## src/common/led_ctl_regs.vh

```
// register map, field positions and timing constants of the led control bank
`ifndef LED_CTL_REGS_VH
`define LED_CTL_REGS_VH
`define ADDR_MODE_CTL 8'h00
`define ADDR_ENABLE_HI 8'h01
`define ADDR_ENABLE_LO 8'h02
`define ADDR_LIGHTING_EFFECT 8'h03
`define ADDR_CHANNEL_FUNCTION_SELECT 8'h04
`define ADDR_GPIO_DIRECTION 8'h05
`define ADDR_GPIO_OUTPUT_LEVEL 8'h06
`define ADDR_GPIO_IRQ_MASK 8'h07
`define ADDR_GPIO_INPUT_STATE 8'h08
`define ADDR_SAMPLE_RATE_DIVISOR 8'h09
`define ADDR_DUTY_FIRST 8'h10
`define ADDR_DUTY_LAST 8'h1F
`define ADDR_FRAME_FIRST 8'h20
`define ADDR_FRAME_LAST 8'hAF
`define ADDR_DUTY_APPLY_STROBE 8'hB0
`define ADDR_FRAME_INTERVAL 8'hB6
`define ADDR_FIRST_FRAME_SELECT 8'hB7
`define FRAME_BYTES 8'd18
`define FRAME_COUNT_LAST 3'h7
`define APPLY_VALUE 8'h00
`define MODE_CTL_RESET 8'h80
`define ENABLE_RESET 8'hFF
`define MODE_MSB 6
`define MODE_LSB 5
`define MODE_DIRECT 2'h0
`define MODE_AUTO 2'h1
`define MODE_AUDIO 2'h2
`define CS_MSB 6
`define CS_LSB 4
`define CODE_MSB 7
`define CODE_LSB 5
`define DUTY_INDEX_TOP 4'hF
`define FRAME_DUTY_TOP 5'h11
`define FRAME_ON_HI_BYTE 5'h00
`define FRAME_ON_LO_BYTE 5'h01
`define AUDIO_FRAME_MSB 7
`define AUDIO_FRAME_LSB 5
`define CLOCK_HZ 40000000
`define BASE_DELAY_MS 32
`define BASE_DELAY_CYCLES (`CLOCK_HZ / 1000 * `BASE_DELAY_MS)
`define SAMPLE_BASE_HZ 15625
`define SAMPLE_TICK_CYCLES (`CLOCK_HZ / `SAMPLE_BASE_HZ)
`endif

```

## src/frame_ram.v

```verilog
// frame animation memory, 144 bytes, registered read
`timescale 1ns/1ps
module frame_ram (
  input wire clock,
  input wire writeEnable,
  input wire [7:0] writeAddr,
  input wire [7:0] writeData,
  input wire [7:0] readAddr,
  output reg [7:0] readData
);
  reg [7:0] mem [0:143];
  always @(posedge clock) begin
    if (writeEnable) begin
      mem[writeAddr] <= writeData;
    end
    readData <= mem[readAddr];
  end
endmodule // frame_ram

```

## src/pin_sync.v

```verilog
// three-stage synchroniser with agreement qualifier
`timescale 1ns/1ps
module pin_sync (
  input wire clock,
  input wire reset,
  input wire pinIn,
  output reg level
);
  reg s1;
  reg s2;
  reg s3;
  always @(posedge clock) begin
    if (reset) begin
      s1 <= 1'b0;
      s2 <= 1'b0;
      s3 <= 1'b0;
      level <= 1'b0;
    end else begin
      s1 <= pinIn;
      s2 <= s1;
      s3 <= s2;
      // only s2 and s3 are compared, s1 may be metastable
      if (s2 == s3) begin
        level <= s3;
      end
    end
  end
endmodule // pin_sync

```

## src/led_driver_control_registers.v

```verilog
// register bank and playback control of the sixteen channel led driver
`timescale 1ns/1ps
`include "led_ctl_regs.vh"
// Overview of operation
// (RQ1) current-select code scales reference: 1.0,0.75,0.5,0.25,2.0,1.75,1.5,1.25.
// (RQ2) function bit 1 makes upper channel GPIO, 0 LED; GPIO ignores current.
// (RQ3) direction bit 0 output, 1 input; cleared at reset.
// (RQ4) GPIO output pin follows its output-level bit.
// (RQ5) mask bit 0 enables change detection, 1 disables; all enabled at reset.
// (RQ6) input pin levels captured into readable input state register.
// (RQ7) interrupt stays low until host reads input state; read releases it.
// (RQ8) audio sample rate is 15.625 kHz divided by sample-rate value.
// (RQ9) duty value sets current as full scale times value over 256.
// (RQ10) duty registers 10h-1Fh, lowest address drives highest channel.
// (RQ11) eight 18-byte frames at 20h-AFh: two on/off bytes, sixteen duty bytes.
// (RQ12) duty writes held in shadow until zero written to B0h.
// (RQ13) auto play frame delay doubles from 32 ms to 4.096 s by code.
// (RQ14) start-frame code 000..111 selects frame 1..8.
// (RQ15) auto play runs start frame to frame 8, then wraps to frame 1.
// (RQ16) mode 00 drives channels directly from applied duty registers.
// (RQ17) mode 00 direct, 01 auto play, 10 audio frames, 11 unavailable.
// (RQ18) audio magnitude maps smallest to frame 1, largest to frame 8.
// (RQ19) change on enabled upper input asserts interrupt low.
// (RQ20) on/off bit 0 turns channel off, 1 on.
// (RQ21) sample-rate value zero halts sampling.
// (RQ22) nonzero writes to update register are ignored.
module led_driver_control_registers (
  input wire clock,
  input wire reset,
  input wire regWrite,
  input wire regRead,
  input wire [7:0] regAddr,
  input wire [7:0] regWriteData,
  output reg [7:0] regReadData,
  input wire [7:0] audioLevel,
  output reg audioSample,
  input wire [7:0] upperPinIn,
  output wire [7:0] upperPinOut,
  output wire [7:0] upperPinOe,
  output reg [127:0] channelDuty,
  output reg [15:0] channelOn,
  output reg [15:0] channelSinkEn,
  output reg [3:0] currentScaleQ2,
  output reg irq_n
);
  reg [7:0] modeCtl;
  reg [15:0] enableBits;
  reg [7:0] lightingEffect;
  reg [7:0] channelFunctionSelect;
  reg [7:0] gpioDirection;
  reg [7:0] gpioOutputLevel;
  reg [7:0] gpioIrqMask;
  reg [7:0] gpioInputState;
  reg [7:0] sampleRateDivisor;
  reg [7:0] frameInterval;
  reg [7:0] firstFrameSelect;
  reg [127:0] shadowDuty;
  reg [127:0] appliedDuty;
  wire [7:0] pinLevel;
  reg [7:0] pinPrev;
  wire [1:0] mode = modeCtl[`MODE_MSB:`MODE_LSB];

  genvar g;
  generate
    for (g = 0; g < 8; g = g + 1) begin : syncs
      pin_sync u_sync (
        .clock(clock),
        .reset(reset),
        .pinIn(upperPinIn[g]),
        .level(pinLevel[g])
      );
    end
  endgenerate

  // register writes; duty index: 1Fh is channel 1, 10h is channel 16
  wire dutyHit = regWrite && regAddr >= `ADDR_DUTY_FIRST && regAddr <= `ADDR_DUTY_LAST; // RQ10
  wire [3:0] dutyChan = `DUTY_INDEX_TOP - regAddr[3:0]; // RQ10
  wire frameHit = regWrite && regAddr >= `ADDR_FRAME_FIRST && regAddr <= `ADDR_FRAME_LAST; // RQ11
  wire [7:0] frameWrAddr = regAddr - `ADDR_FRAME_FIRST; // RQ11
  wire applyHit = regWrite && regAddr == `ADDR_DUTY_APPLY_STROBE && regWriteData == `APPLY_VALUE; // RQ12 RQ22
  always @(posedge clock) begin
    if (reset) begin
      modeCtl <= `MODE_CTL_RESET;
      enableBits <= {2{`ENABLE_RESET}};
      lightingEffect <= 8'h00;
      channelFunctionSelect <= 8'h00;
      gpioDirection <= 8'h00; // RQ3
      gpioOutputLevel <= 8'h00;
      gpioIrqMask <= 8'h00; // RQ5
      sampleRateDivisor <= 8'h00;
      frameInterval <= 8'h00;
      firstFrameSelect <= 8'h00;
      shadowDuty <= 128'h0;
      appliedDuty <= 128'h0;
    end else begin
      if (regWrite) begin
        case (regAddr)
          `ADDR_MODE_CTL: modeCtl <= regWriteData;
          `ADDR_ENABLE_HI: enableBits[15:8] <= regWriteData;
          `ADDR_ENABLE_LO: enableBits[7:0] <= regWriteData;
          `ADDR_LIGHTING_EFFECT: lightingEffect <= regWriteData;
          `ADDR_CHANNEL_FUNCTION_SELECT: channelFunctionSelect <= regWriteData;
          `ADDR_GPIO_DIRECTION: gpioDirection <= regWriteData;
          `ADDR_GPIO_OUTPUT_LEVEL: gpioOutputLevel <= regWriteData;
          `ADDR_GPIO_IRQ_MASK: gpioIrqMask <= regWriteData;
          `ADDR_SAMPLE_RATE_DIVISOR: sampleRateDivisor <= regWriteData;
          `ADDR_FRAME_INTERVAL: frameInterval <= regWriteData;
          `ADDR_FIRST_FRAME_SELECT: firstFrameSelect <= regWriteData;
          default: ;
        endcase
      end
      if (dutyHit) begin
        shadowDuty[dutyChan*8 +: 8] <= regWriteData; // RQ12
      end
      // the write in the apply cycle is not yet in the shadow; it waits for the next strobe
      if (applyHit) begin
        appliedDuty <= shadowDuty; // RQ12
      end
    end
  end

  // gpio pins: driven only when GPIO and output direction
  assign upperPinOe = channelFunctionSelect & ~gpioDirection; // RQ2 RQ3
  assign upperPinOut = gpioOutputLevel; // RQ4

  // input capture and change interrupt
  wire [7:0] inputMask = channelFunctionSelect & gpioDirection;
  wire [7:0] changed = (pinLevel ^ pinPrev) & inputMask & ~gpioIrqMask; // RQ5 RQ19
  wire stateRead = regRead && regAddr == `ADDR_GPIO_INPUT_STATE;
  always @(posedge clock) begin
    if (reset) begin
      pinPrev <= 8'h00;
      gpioInputState <= 8'h00;
      irq_n <= 1'b1;
      regReadData <= 8'h00;
    end else begin
      pinPrev <= pinLevel;
      gpioInputState <= pinLevel & inputMask; // RQ6
      // a change in the read cycle wins over the release
      if (|changed) begin
        irq_n <= 1'b0; // RQ19
      end else if (stateRead) begin
        irq_n <= 1'b1; // RQ7
      end
      if (stateRead) begin
        regReadData <= gpioInputState; // RQ6
      end else if (regRead) begin
        regReadData <= 8'h00;
      end
    end
  end

  // audio sample tick: base 15.625 kHz divided by the sample-rate value
  reg [11:0] baseCount;
  reg [7:0] divCount;
  wire baseTick = baseCount == `SAMPLE_TICK_CYCLES - 1;
  reg [7:0] audioHeld;
  always @(posedge clock) begin
    if (reset) begin
      baseCount <= 12'h000;
      divCount <= 8'h00;
      audioSample <= 1'b0;
      audioHeld <= 8'h00;
    end else begin
      audioSample <= 1'b0;
      baseCount <= baseTick ? 12'h000 : baseCount + 12'h001;
      if (mode != `MODE_AUDIO || sampleRateDivisor == 8'h00) begin
        divCount <= 8'h00; // RQ21
      end else if (baseTick) begin
        if (divCount >= sampleRateDivisor - 8'h01) begin
          divCount <= 8'h00;
          audioSample <= 1'b1; // RQ8
          audioHeld <= audioLevel;
        end else begin
          divCount <= divCount + 8'h01;
        end
      end
    end
  end

  // auto play frame timer; delay = 32 ms shifted left by code
  reg [31:0] delayCount;
  reg [2:0] autoFrame;
  reg [1:0] modePrev;
  wire [2:0] delayCode = frameInterval[`CODE_MSB:`CODE_LSB];
  wire [31:0] delayLimit = (`BASE_DELAY_CYCLES << delayCode) - 1; // RQ13
  always @(posedge clock) begin
    if (reset) begin
      delayCount <= 32'h0;
      autoFrame <= 3'h0;
      modePrev <= `MODE_DIRECT;
    end else begin
      modePrev <= mode;
      if (mode == `MODE_AUTO && modePrev != `MODE_AUTO) begin
        autoFrame <= firstFrameSelect[`CODE_MSB:`CODE_LSB]; // RQ14
        delayCount <= 32'h0;
      end else if (mode == `MODE_AUTO) begin
        if (delayCount >= delayLimit) begin
          delayCount <= 32'h0;
          // 3-bit counter wraps frame 8 to frame 1
          autoFrame <= autoFrame + 3'h1; // RQ15
        end else begin
          delayCount <= delayCount + 32'h1;
        end
      end
    end
  end

  // audio magnitude to frame: top three bits of sample
  wire [2:0] audioFrame = audioHeld[`AUDIO_FRAME_MSB:`AUDIO_FRAME_LSB]; // RQ18
  wire [2:0] showFrame = (mode == `MODE_AUTO) ? autoFrame : audioFrame;
  wire frameMode = (mode == `MODE_AUTO) || (mode == `MODE_AUDIO); // RQ17

  // frame fetch: walk the 18 bytes of the shown frame, one per cycle
  reg [4:0] fetchIdx;
  reg [4:0] fetchIdxD;
  reg [127:0] frameDuty;
  reg [15:0] frameOn;
  wire [7:0] frameRdAddr = showFrame * `FRAME_BYTES + {3'h0, fetchIdx}; // RQ11
  wire [7:0] frameRdData;
  frame_ram u_ram (
    .clock(clock),
    .writeEnable(frameHit),
    .writeAddr(frameWrAddr),
    .writeData(regWriteData),
    .readAddr(frameRdAddr),
    .readData(frameRdData)
  );
  always @(posedge clock) begin
    if (reset) begin
      fetchIdx <= 5'h00;
      fetchIdxD <= 5'h00;
      frameDuty <= 128'h0;
      frameOn <= 16'h0;
    end else begin
      fetchIdx <= (fetchIdx == `FRAME_BYTES - 1) ? 5'h00 : fetchIdx + 5'h01;
      fetchIdxD <= fetchIdx;
      // byte 0 holds channels 9..16, byte 1 channels 1..8, then duty bytes channel 16 down to 1
      if (fetchIdxD == `FRAME_ON_HI_BYTE) begin
        frameOn[15:8] <= frameRdData;
      end else if (fetchIdxD == `FRAME_ON_LO_BYTE) begin
        frameOn[7:0] <= frameRdData;
      end else begin
        frameDuty[(`FRAME_DUTY_TOP - fetchIdxD) * 8 +: 8] <= frameRdData; // RQ11
      end
    end
  end

  // output stage
  reg [3:0] next_scale;
  always @* begin
    case (lightingEffect[`CS_MSB:`CS_LSB]) // RQ1
      3'h0: next_scale = 4'h4;
      3'h1: next_scale = 4'h3;
      3'h2: next_scale = 4'h2;
      3'h3: next_scale = 4'h1;
      3'h4: next_scale = 4'h8;
      3'h5: next_scale = 4'h7;
      3'h6: next_scale = 4'h6;
      3'h7: next_scale = 4'h5;
      default: next_scale = 4'h4;
    endcase
  end
  always @(posedge clock) begin
    if (reset) begin
      channelDuty <= 128'h0;
      channelOn <= 16'h0;
      channelSinkEn <= 16'h0;
      currentScaleQ2 <= 4'h4;
    end else begin
      currentScaleQ2 <= next_scale; // RQ1
      // duty drives average current as full scale times value over 256
      channelDuty <= frameMode ? frameDuty : appliedDuty; // RQ9 RQ16
      channelOn <= frameMode ? frameOn : enableBits; // RQ20
      channelSinkEn <= {~channelFunctionSelect, 8'hFF}; // RQ2
    end
  end
endmodule // led_driver_control_registers

```

## config.mk

```make
export PLATFORM = sky130hd
export DESIGN_NAME = led_driver_control_registers
export DESIGN_NICKNAME = d
export VERILOG_FILES = /design/src/frame_ram.v /design/src/pin_sync.v /design/src/led_driver_control_registers.v
export VERILOG_INCLUDE_DIRS = /design/src /design/src/common
export SDC_FILE = /design/constraint.sdc
export NUM_CORES = 2
export LEC_CHECK = 0
export ABC_AREA = 0
export BUFFER_PORTS_ARGS = -buffer_cell sky130_fd_sc_hd__buf_4
export CORE_ASPECT_RATIO = 1.25
export CORE_MARGIN = 3
export CORE_UTILIZATION = 40
export DETAILED_ROUTE_END_ITERATION = 8
export PLACE_DENSITY_LB_ADDON = 0.25
export RECOVER_POWER = 50
export SYNTH_ARGS = -nofsm -noshare
export SYNTH_HDL_FRONTEND = slang
export SYNTH_HIERARCHICAL = 1
export SYNTH_SLANG_ARGS = --single-unit
```

## constraint.sdc

```tcl
create_clock -name clock -period 5.2 [get_ports clock]
set_input_delay 0.52 -clock clock [delete_from_list [all_inputs] [get_ports clock]]
set_output_delay 0.52 -clock clock [all_outputs]
set_load 0.01 [all_outputs]
```

== Word level (Yosys, flattened, before mapping) ==
Memories as Yosys holds them, arrays and structs flattened. A register that Yosys moved wholly into a read port is not among the register bits.
Index checks and enable logic that the tools add are counted.
W data, S select, Z words.
Word-level totals
  bits in registers: 779
  bits in writable memories: 1152
  ROM bits: 32
  memories: 2
Memories
  u_ram.mem: words 144, width 8, read ports 1, clocked after memory_dff 1, write ports 1, line frame_ram.v:11  | reg [7:0] mem [0:143];
  (no name shown): words 8, width 4, read ports 1, clocked after memory_dff 1, write ports 0, line led_driver_control_registers.v:252  | case (lightingEffect[`CS_MSB:`CS_LSB])
Operators by class
  add/sub/neg operators: 13
  multiply operators: 1
  $lt $le $gt $ge: 6
  equal/unequal tests: 27
  shift-type cells: 5
  multiplexer cells: 18
  bitwise gates (word level): 13
  reduce and logical (&&, ||, !) cells: 39
Operator list (count)
  $bwmux W128: 2
  $shift A8 B34 Y128 const A: 2
  $shiftx A8 B34 Y128: 2
  $mux W128: 1
  $and A8 B8 Y8: 5
  $neg A32 Y34: 1
  $neg A7 Y34: 1
  $add A32 B1 Y32 const B: 1
  $eq A8 B3 Y1 const B: 4
  $ge A32 B32 Y1: 1
  $mux W32: 1
  $mux W8: 4
  $shl A21 B3 Y32 const A: 1
  $sub A32 B2 Y32 const B: 1
  $reduce_and A2 Y1: 14
  $eq A8 B8 Y1 const B: 3
  $logic_not A8 Y1: 3
  $not A8 Y8: 3
  $eq A8 B2 Y1 const B: 2
  $eq A8 B4 Y1 const B: 2
  $mux W16: 1
  $add A12 B1 Y12 const B: 1
  $eq A12 B12 Y1 const B: 1
  $mux W3: 4
  other kinds (33): 61

== Logic depth before layout (Yosys ltp) ==
  depth in word-level cells: 6
  mapped depth: 18

== Hierarchy ==
The synthesis kept the hierarchy.
By module, submodules not included
  frame_ram: instances 1, cells an instance 2134, area each 45504.9 sq um, sequential area each 34753.3 sq um
  led_driver_control_registers: instances 1, cells an instance 3124, area each 28075.7 sq um, sequential area each 14413.8 sq um
  pin_sync: instances 8, cells an instance 10, area each 112.6 sq um, sequential area each 80.1 sq um

== Worst setup path after synthesis ==
OpenSTA, ideal clock, no wires.
  path kind: register to register
  start: reg fetchIdxD[4]
  end: reg frameDuty[63]
  arrival time: 3.622 ns
  setup slack: 1.458 ns
  cell stages (with the launch flop): 15
  buffers on the path: 4
  clock period less this slack: 3.742 ns
  path through: dfxtp_1 clkbuf_1 or4_1 clkbuf_1 and2_1 buf_2 nand2_1 ha_1 or4b_1 or4_4 a2111oi_4 o21ai_2 buf_4 nand3_1 o21ai_1
Between the ends
  longest elaborated chain between the ends: 4
  elaborated cells on any way between the ends: 10
  classes of those cells: 2 x add/sub; 1 x eq/ne; 2 x shift; 1 x mux; 2 x bitwise; 2 x reduce/logical
RTL lines
  from (decl): line led_driver_control_registers.v:216  | reg [4:0] fetchIdxD;
  from (signal assigned): line led_driver_control_registers.v:237  | fetchIdxD <= fetchIdx;
  $sub A5 B5 Y6 (no line)
  $neg A32 Y34: line led_driver_control_registers.v:244  | frameDuty[(`FRAME_DUTY_TOP - fetchIdxD) * 8 +: 8] <= frameRdData;
  $shiftx A8 B34 Y128 or $shift A8 B34 Y128 (tied branches): line led_driver_control_registers.v:244
  $bwmux W128: line led_driver_control_registers.v:244
  to (signal, indexed assignment): line led_driver_control_registers.v:244
  to (decl): line led_driver_control_registers.v:217  | reg [127:0] frameDuty;
Parallel ways exist; a longest one is shown, timed or not.
A chain may end at the register's enable or synchronous reset.

== Worst setup path in the final report ==
  start: in reset
  end: reg audioSample
Between the ends
  longest elaborated chain between the ends: 1
RTL lines
  from (decl): line led_driver_control_registers.v:29  | input wire reset,
  $reduce_or A3 Y1 (no line)
  to (signal assigned): line led_driver_control_registers.v:162  | audioSample <= 1'b0;
  to (signal assigned): line led_driver_control_registers.v:165  | audioSample <= 1'b0;
  to (signal assigned): line led_driver_control_registers.v:172  | audioSample <= 1'b1;
  to (decl): line led_driver_control_registers.v:36  | output reg audioSample,
Every way passes these cells.

==> results list <==
- The synthesized netlist occupies a cell area of 0.0745 mm2.
* Quantity of I/O buffers inserted on ports: 220
- The initial antenna violation count is 7.
* Clock Latency Late Sink: ~840 ps
- Headroom to the max-slew limit came out at -112%.
* Clock sink total: between 1.5k and 2k
- Die Span Y: between 400 and 500 um
* Post-synthesis async set-or-reset flop share: 0%
- Once the clock tree was built, the resizer swapped 0 gates to a different size.
- The signal on the critical path passes through clkbuf_2 > inv_1 > clkbuf_2 > and4_1.
- After Yosys synthesis, and, or, nand and nor cells account for under 10% of the synthesized area.
- The critical path is of the in2reg type.
- Post-Synth Adder-Cell Area: roughly 1.1%
- TritonRoute pass-1 iters: 5
- The floorplan step defined a core boundary enclosing about 0.18 mm2.
* Critical path depth: 4
- Final setup fails: 0
- Post-route ant nets: 0
- The number of buffers and inverters on the critical path is 3.
* Number of standard cells in the final layout excluding fillers: just over 8k
* Combinational power share: around 5.0%
- Of the cells placed in the final design, the portion with a size suffix greater than 1 is around an eighth.
* Clock buffers created by TritonCTS: around 190
- The endpoint identified for the worst register-to-register timing path is channelDuty[121].
* Worst slack at placement: around 800 ps
- The share of total power dissipated in sequential elements is a little over half.
* Switching power total: 6.91 mW
- Pwr per Cell Area: about 370 mW/mm2
- The tool flagged a number of max-cap violations equal to 29.
- Startpoint types: primary input
- The die covers between 0.15 and 0.2 mm2.
* Final hold violation count: 0
- After the last flow step, the layout net total stands at 5,655.
- The run finished, with violations left.
- Summed over all cells, the static leakage comes to roughly 29 nW.
* Number of enable-type register cells in the synthesized netlist: approximately 1.2k
* Post-synth cell types: slightly above 80
- Net switching is 22.3% of the power.
- Yosys warning count: 6
- Across the VDD grid, the largest voltage drop is 294 uV.
- Among the stages of the critical path, the cell type that occurs most often is sky130_fd_sc_hd__clkbuf_2.
- For this run, the share of the core covered by cells in the final layout is between 40% and 50%.
* Post-route worst hold slack: approximately 150 ps
- Biggest area consumer among synthesized cells: sky130_fd_sc_hd__edfxtp_1
* Post-synthesis instance total: 5,338
- Final period util: roughly nine tenths
* Die W: between 300 and 400 um
* Fraction of the mapped netlist area in compound gates: around 4.8%
- Synthesized area per cell: 14.0 um2
- Yosys attributes the largest share of cell area to sky130_fd_sc_hd__edfxtp_1 46%, sky130_fd_sc_hd__dfxtp_1 20%, sky130_fd_sc_hd__mux4_2 6.4%.
- Detailed-route wire length: just under 200 mm
* Failing checks: max-capacitance violations, max-slew violations
* End point of the worst hold path: regReadData[1]
- Placement row count: approximately 180
- Count leader, synth: sky130_fd_sc_hd__edfxtp_1
- For the worst setup path, the data required time is 5860 ps.
- Sequential share of the synthesized area: about two thirds
- FF-to-FF Start: modeCtl[5]
- The root buffer cell chosen for the clock tree is sky130_fd_sc_hd__clkbuf_16.
- The tightest min-delay check is of the in2reg type.
- In the routed layout, each cell is associated on average with a via count of 5.44.
- Reg2reg path depth: 5
- In the routed design, unresolved DRC markers number 0.
- The internal power of the cells totals ~24 mW.
- TritonCTS built the clock tree.
* Number of synthesized register bits: 1,912
- Maximum operating frequency: between 200 and 250 MHz
- In this run, placement finished with an instance count of just under 8k.
- Share of power burned in the clock network: a little over two fifths
- Clock period minus worst slack: 4680 ps
* Routability cong.: slightly above 0.9
- For this run, the total global-route usage over all layers was measured as roughly a fifth.
- Gate family responsible for the most delay along the worst path: buffers and inverters
* Setup TNS after final layout: 0 ps
* Via count of the routed design: 44.1k
- Top fanout value on the critical path: between 100 and 150
* Post-synth top cells: 1,152 x sky130_fd_sc_hd__edfxtp_1, 760 x sky130_fd_sc_hd__dfxtp_1, 574 x sky130_fd_sc_hd__nor2_1, 484 x sky130_fd_sc_hd__nand2_1, 415 x sky130_fd_sc_hd__mux2i_1
* Unrepaired setup endpoints after global routing: false
* Worst-case clock skew: between 40 and 50 ps
- CTS max path bufs: 3
- For this design, the CTS-stage hold fixing added 11 buffers.
* Initial detailed-routing violation count: around 3.7k
- Half-perimeter wire length after detailed placement: 131 mm
* CP arrival: 5340 ps
* Transition time of the tightest slew-check pin: ~3200 ps
- Vias in the first global route: between 40k and 50k
* First-pass GRT wire length: between 200 and 300 mm
- Entering global routing, the biggest net connects ~190 pins.
- Starting Density: 40.4%
- Among all flip-flop cells after synthesis, the most frequent one is sky130_fd_sc_hd__edfxtp_1.
* Max stage delay cell, worst path: sky130_fd_sc_hd__inv_1
- Number of post-CTS setup repair buffers: 0
* Area added between synthesis and finish: 12.5%
* Wire length per cell after detailed routing: around 24 um
- Number of nets in the synthesized netlist: between 5k and 6k
- Minimum setup slack in the final design: 516 ps
* Main combinational cell family by area after synthesis: multiplexers
- Cell count of the worst hold path: 4
* Number of levels the H-tree was split into: 4
* Top-area cell type share of the netlist area: 46.4%
* Crit end category: flip-flop
* Worst Hold Launch: regRead
* Leftover overflow at the end of global routing: 0
- For this design the top-level I/O count stands at 226.
- Clock-pin slew was measured on the worst setup and hold paths at around 60 ps.
- Multiplexer area fraction after synthesis: approximately 14%
- The total count of max-transition violations in the final report came to roughly 1.9k.
- R2r setup slk: about 600 ps
- In this design, the stage delay of the slowest critical-path cell is between 1500 and 2000 ps.
- Xor/xnor share of the synthesized area: less than 1%
power by group through the flow:
stage                     combinational (mW)  sequential, mW  clock [mW]
after detailed placement                1.58            16.5           0
after global routing                    1.64            16.2        14.1
final                                   1.55            16.2        13.2
after global placement                  1.56            16.5           0
after CTS                               1.59            16.2        13.5
after floorplan                        0.952            16.5           0
how the worst max path moves through the flow:
stage                              endpoint             from
final                           audioSample            reset
after global routing         shadowDuty[22]  regWriteData[6]
after CTS                 u_ram/readData[2]       modeCtl[6]
after detailed placement  u_ram/readData[2]       modeCtl[6]
after global placement    u_ram/readData[2]       modeCtl[6]
after floorplan               frameDuty[63]     fetchIdxD[4]
final cells by class:
class                           instances  area [um2]
Antenna cell                            3        7.51
Clock buffer                          247        5080
Clock inverter                         83         946
Fill cell                           16574      101000
Inverter                               44         165
Multi-Input combinational cell       3062       22800
Sequential cell                      1912       49800
Tap cell                             2403        3010
Timing Repair Buffer                  348        1960
sequential cells by signal (all words and copies together), names as in the netlist, 9 cells and up:
signal,cells
appliedDuty,128
baseCount,12
channelDuty,128
channelOn,16
channelSinkEn,9
delayCount,32
enableBits,16
frameDuty,128
frameOn,16
shadowDuty,128
u_ram/mem,1152
cell usage in the layout, fill, tap and decap left out, types with 43 or more instances in the layout:
cell                        count
sky130_fd_sc_hd__a21oi_1      273
sky130_fd_sc_hd__a22oi_1       83
sky130_fd_sc_hd__and2_1        43
sky130_fd_sc_hd__buf_4        101
sky130_fd_sc_hd__clkbuf_1     245
sky130_fd_sc_hd__clkbuf_16    186
sky130_fd_sc_hd__dfxtp_1      759
sky130_fd_sc_hd__edfxtp_1    1152
sky130_fd_sc_hd__ha_1          64
sky130_fd_sc_hd__mux2i_1      415
sky130_fd_sc_hd__mux4_1        47
sky130_fd_sc_hd__mux4_2       212
sky130_fd_sc_hd__nand2_1      484
sky130_fd_sc_hd__nand3_1      281
sky130_fd_sc_hd__nor2_1       573
sky130_fd_sc_hd__nor2b_1       88
sky130_fd_sc_hd__o21ai_0       59
sky130_fd_sc_hd__o21ai_1       72
per-layer routing:
metal / wire [um] / track usage, % / vias up
met5: 51 / 0 / -
met3: 10700 / 3.23 / 275
li1: - / - / 20165
met4: 6390 / 6.72 / 10
met2: 96500 / 34.2 / 1296
met1: 83000 / 26.6 / 22363
stage by stage:
step           cell area (um2)  total power [mW]
4_1_cts                  84700              31.3
3_3_place_gp             78600              18.1
3_5_place_dp             78600              18.1
2_1_floorplan            74500              17.4
5_1_grt                  83800              32.0
6_report                 83800              31.0
worst reg2reg max path, stage by stage (launching register included):
cell                       delay, ps
sky130_fd_sc_hd__dfxtp_1         380
sky130_fd_sc_hd__inv_1            90
sky130_fd_sc_hd__ha_1           1770
sky130_fd_sc_hd__clkbuf_2       1470
sky130_fd_sc_hd__mux2i_1         340
sky130_fd_sc_hd__nor2_1          410
logic make-up (layout without fill, tap and decap cells):
group,Yosys count,after routing
AOI/OAI and AO/OA,593,593
other,0,3
adders and majority gates,66,66
DFF,1912,1912
xor gates and xnor gates,80,80
buffers and inverters,364,722
and+or+nand+nor,1637,1637
muxes,686,686
(Power assumes the default switching activity.)
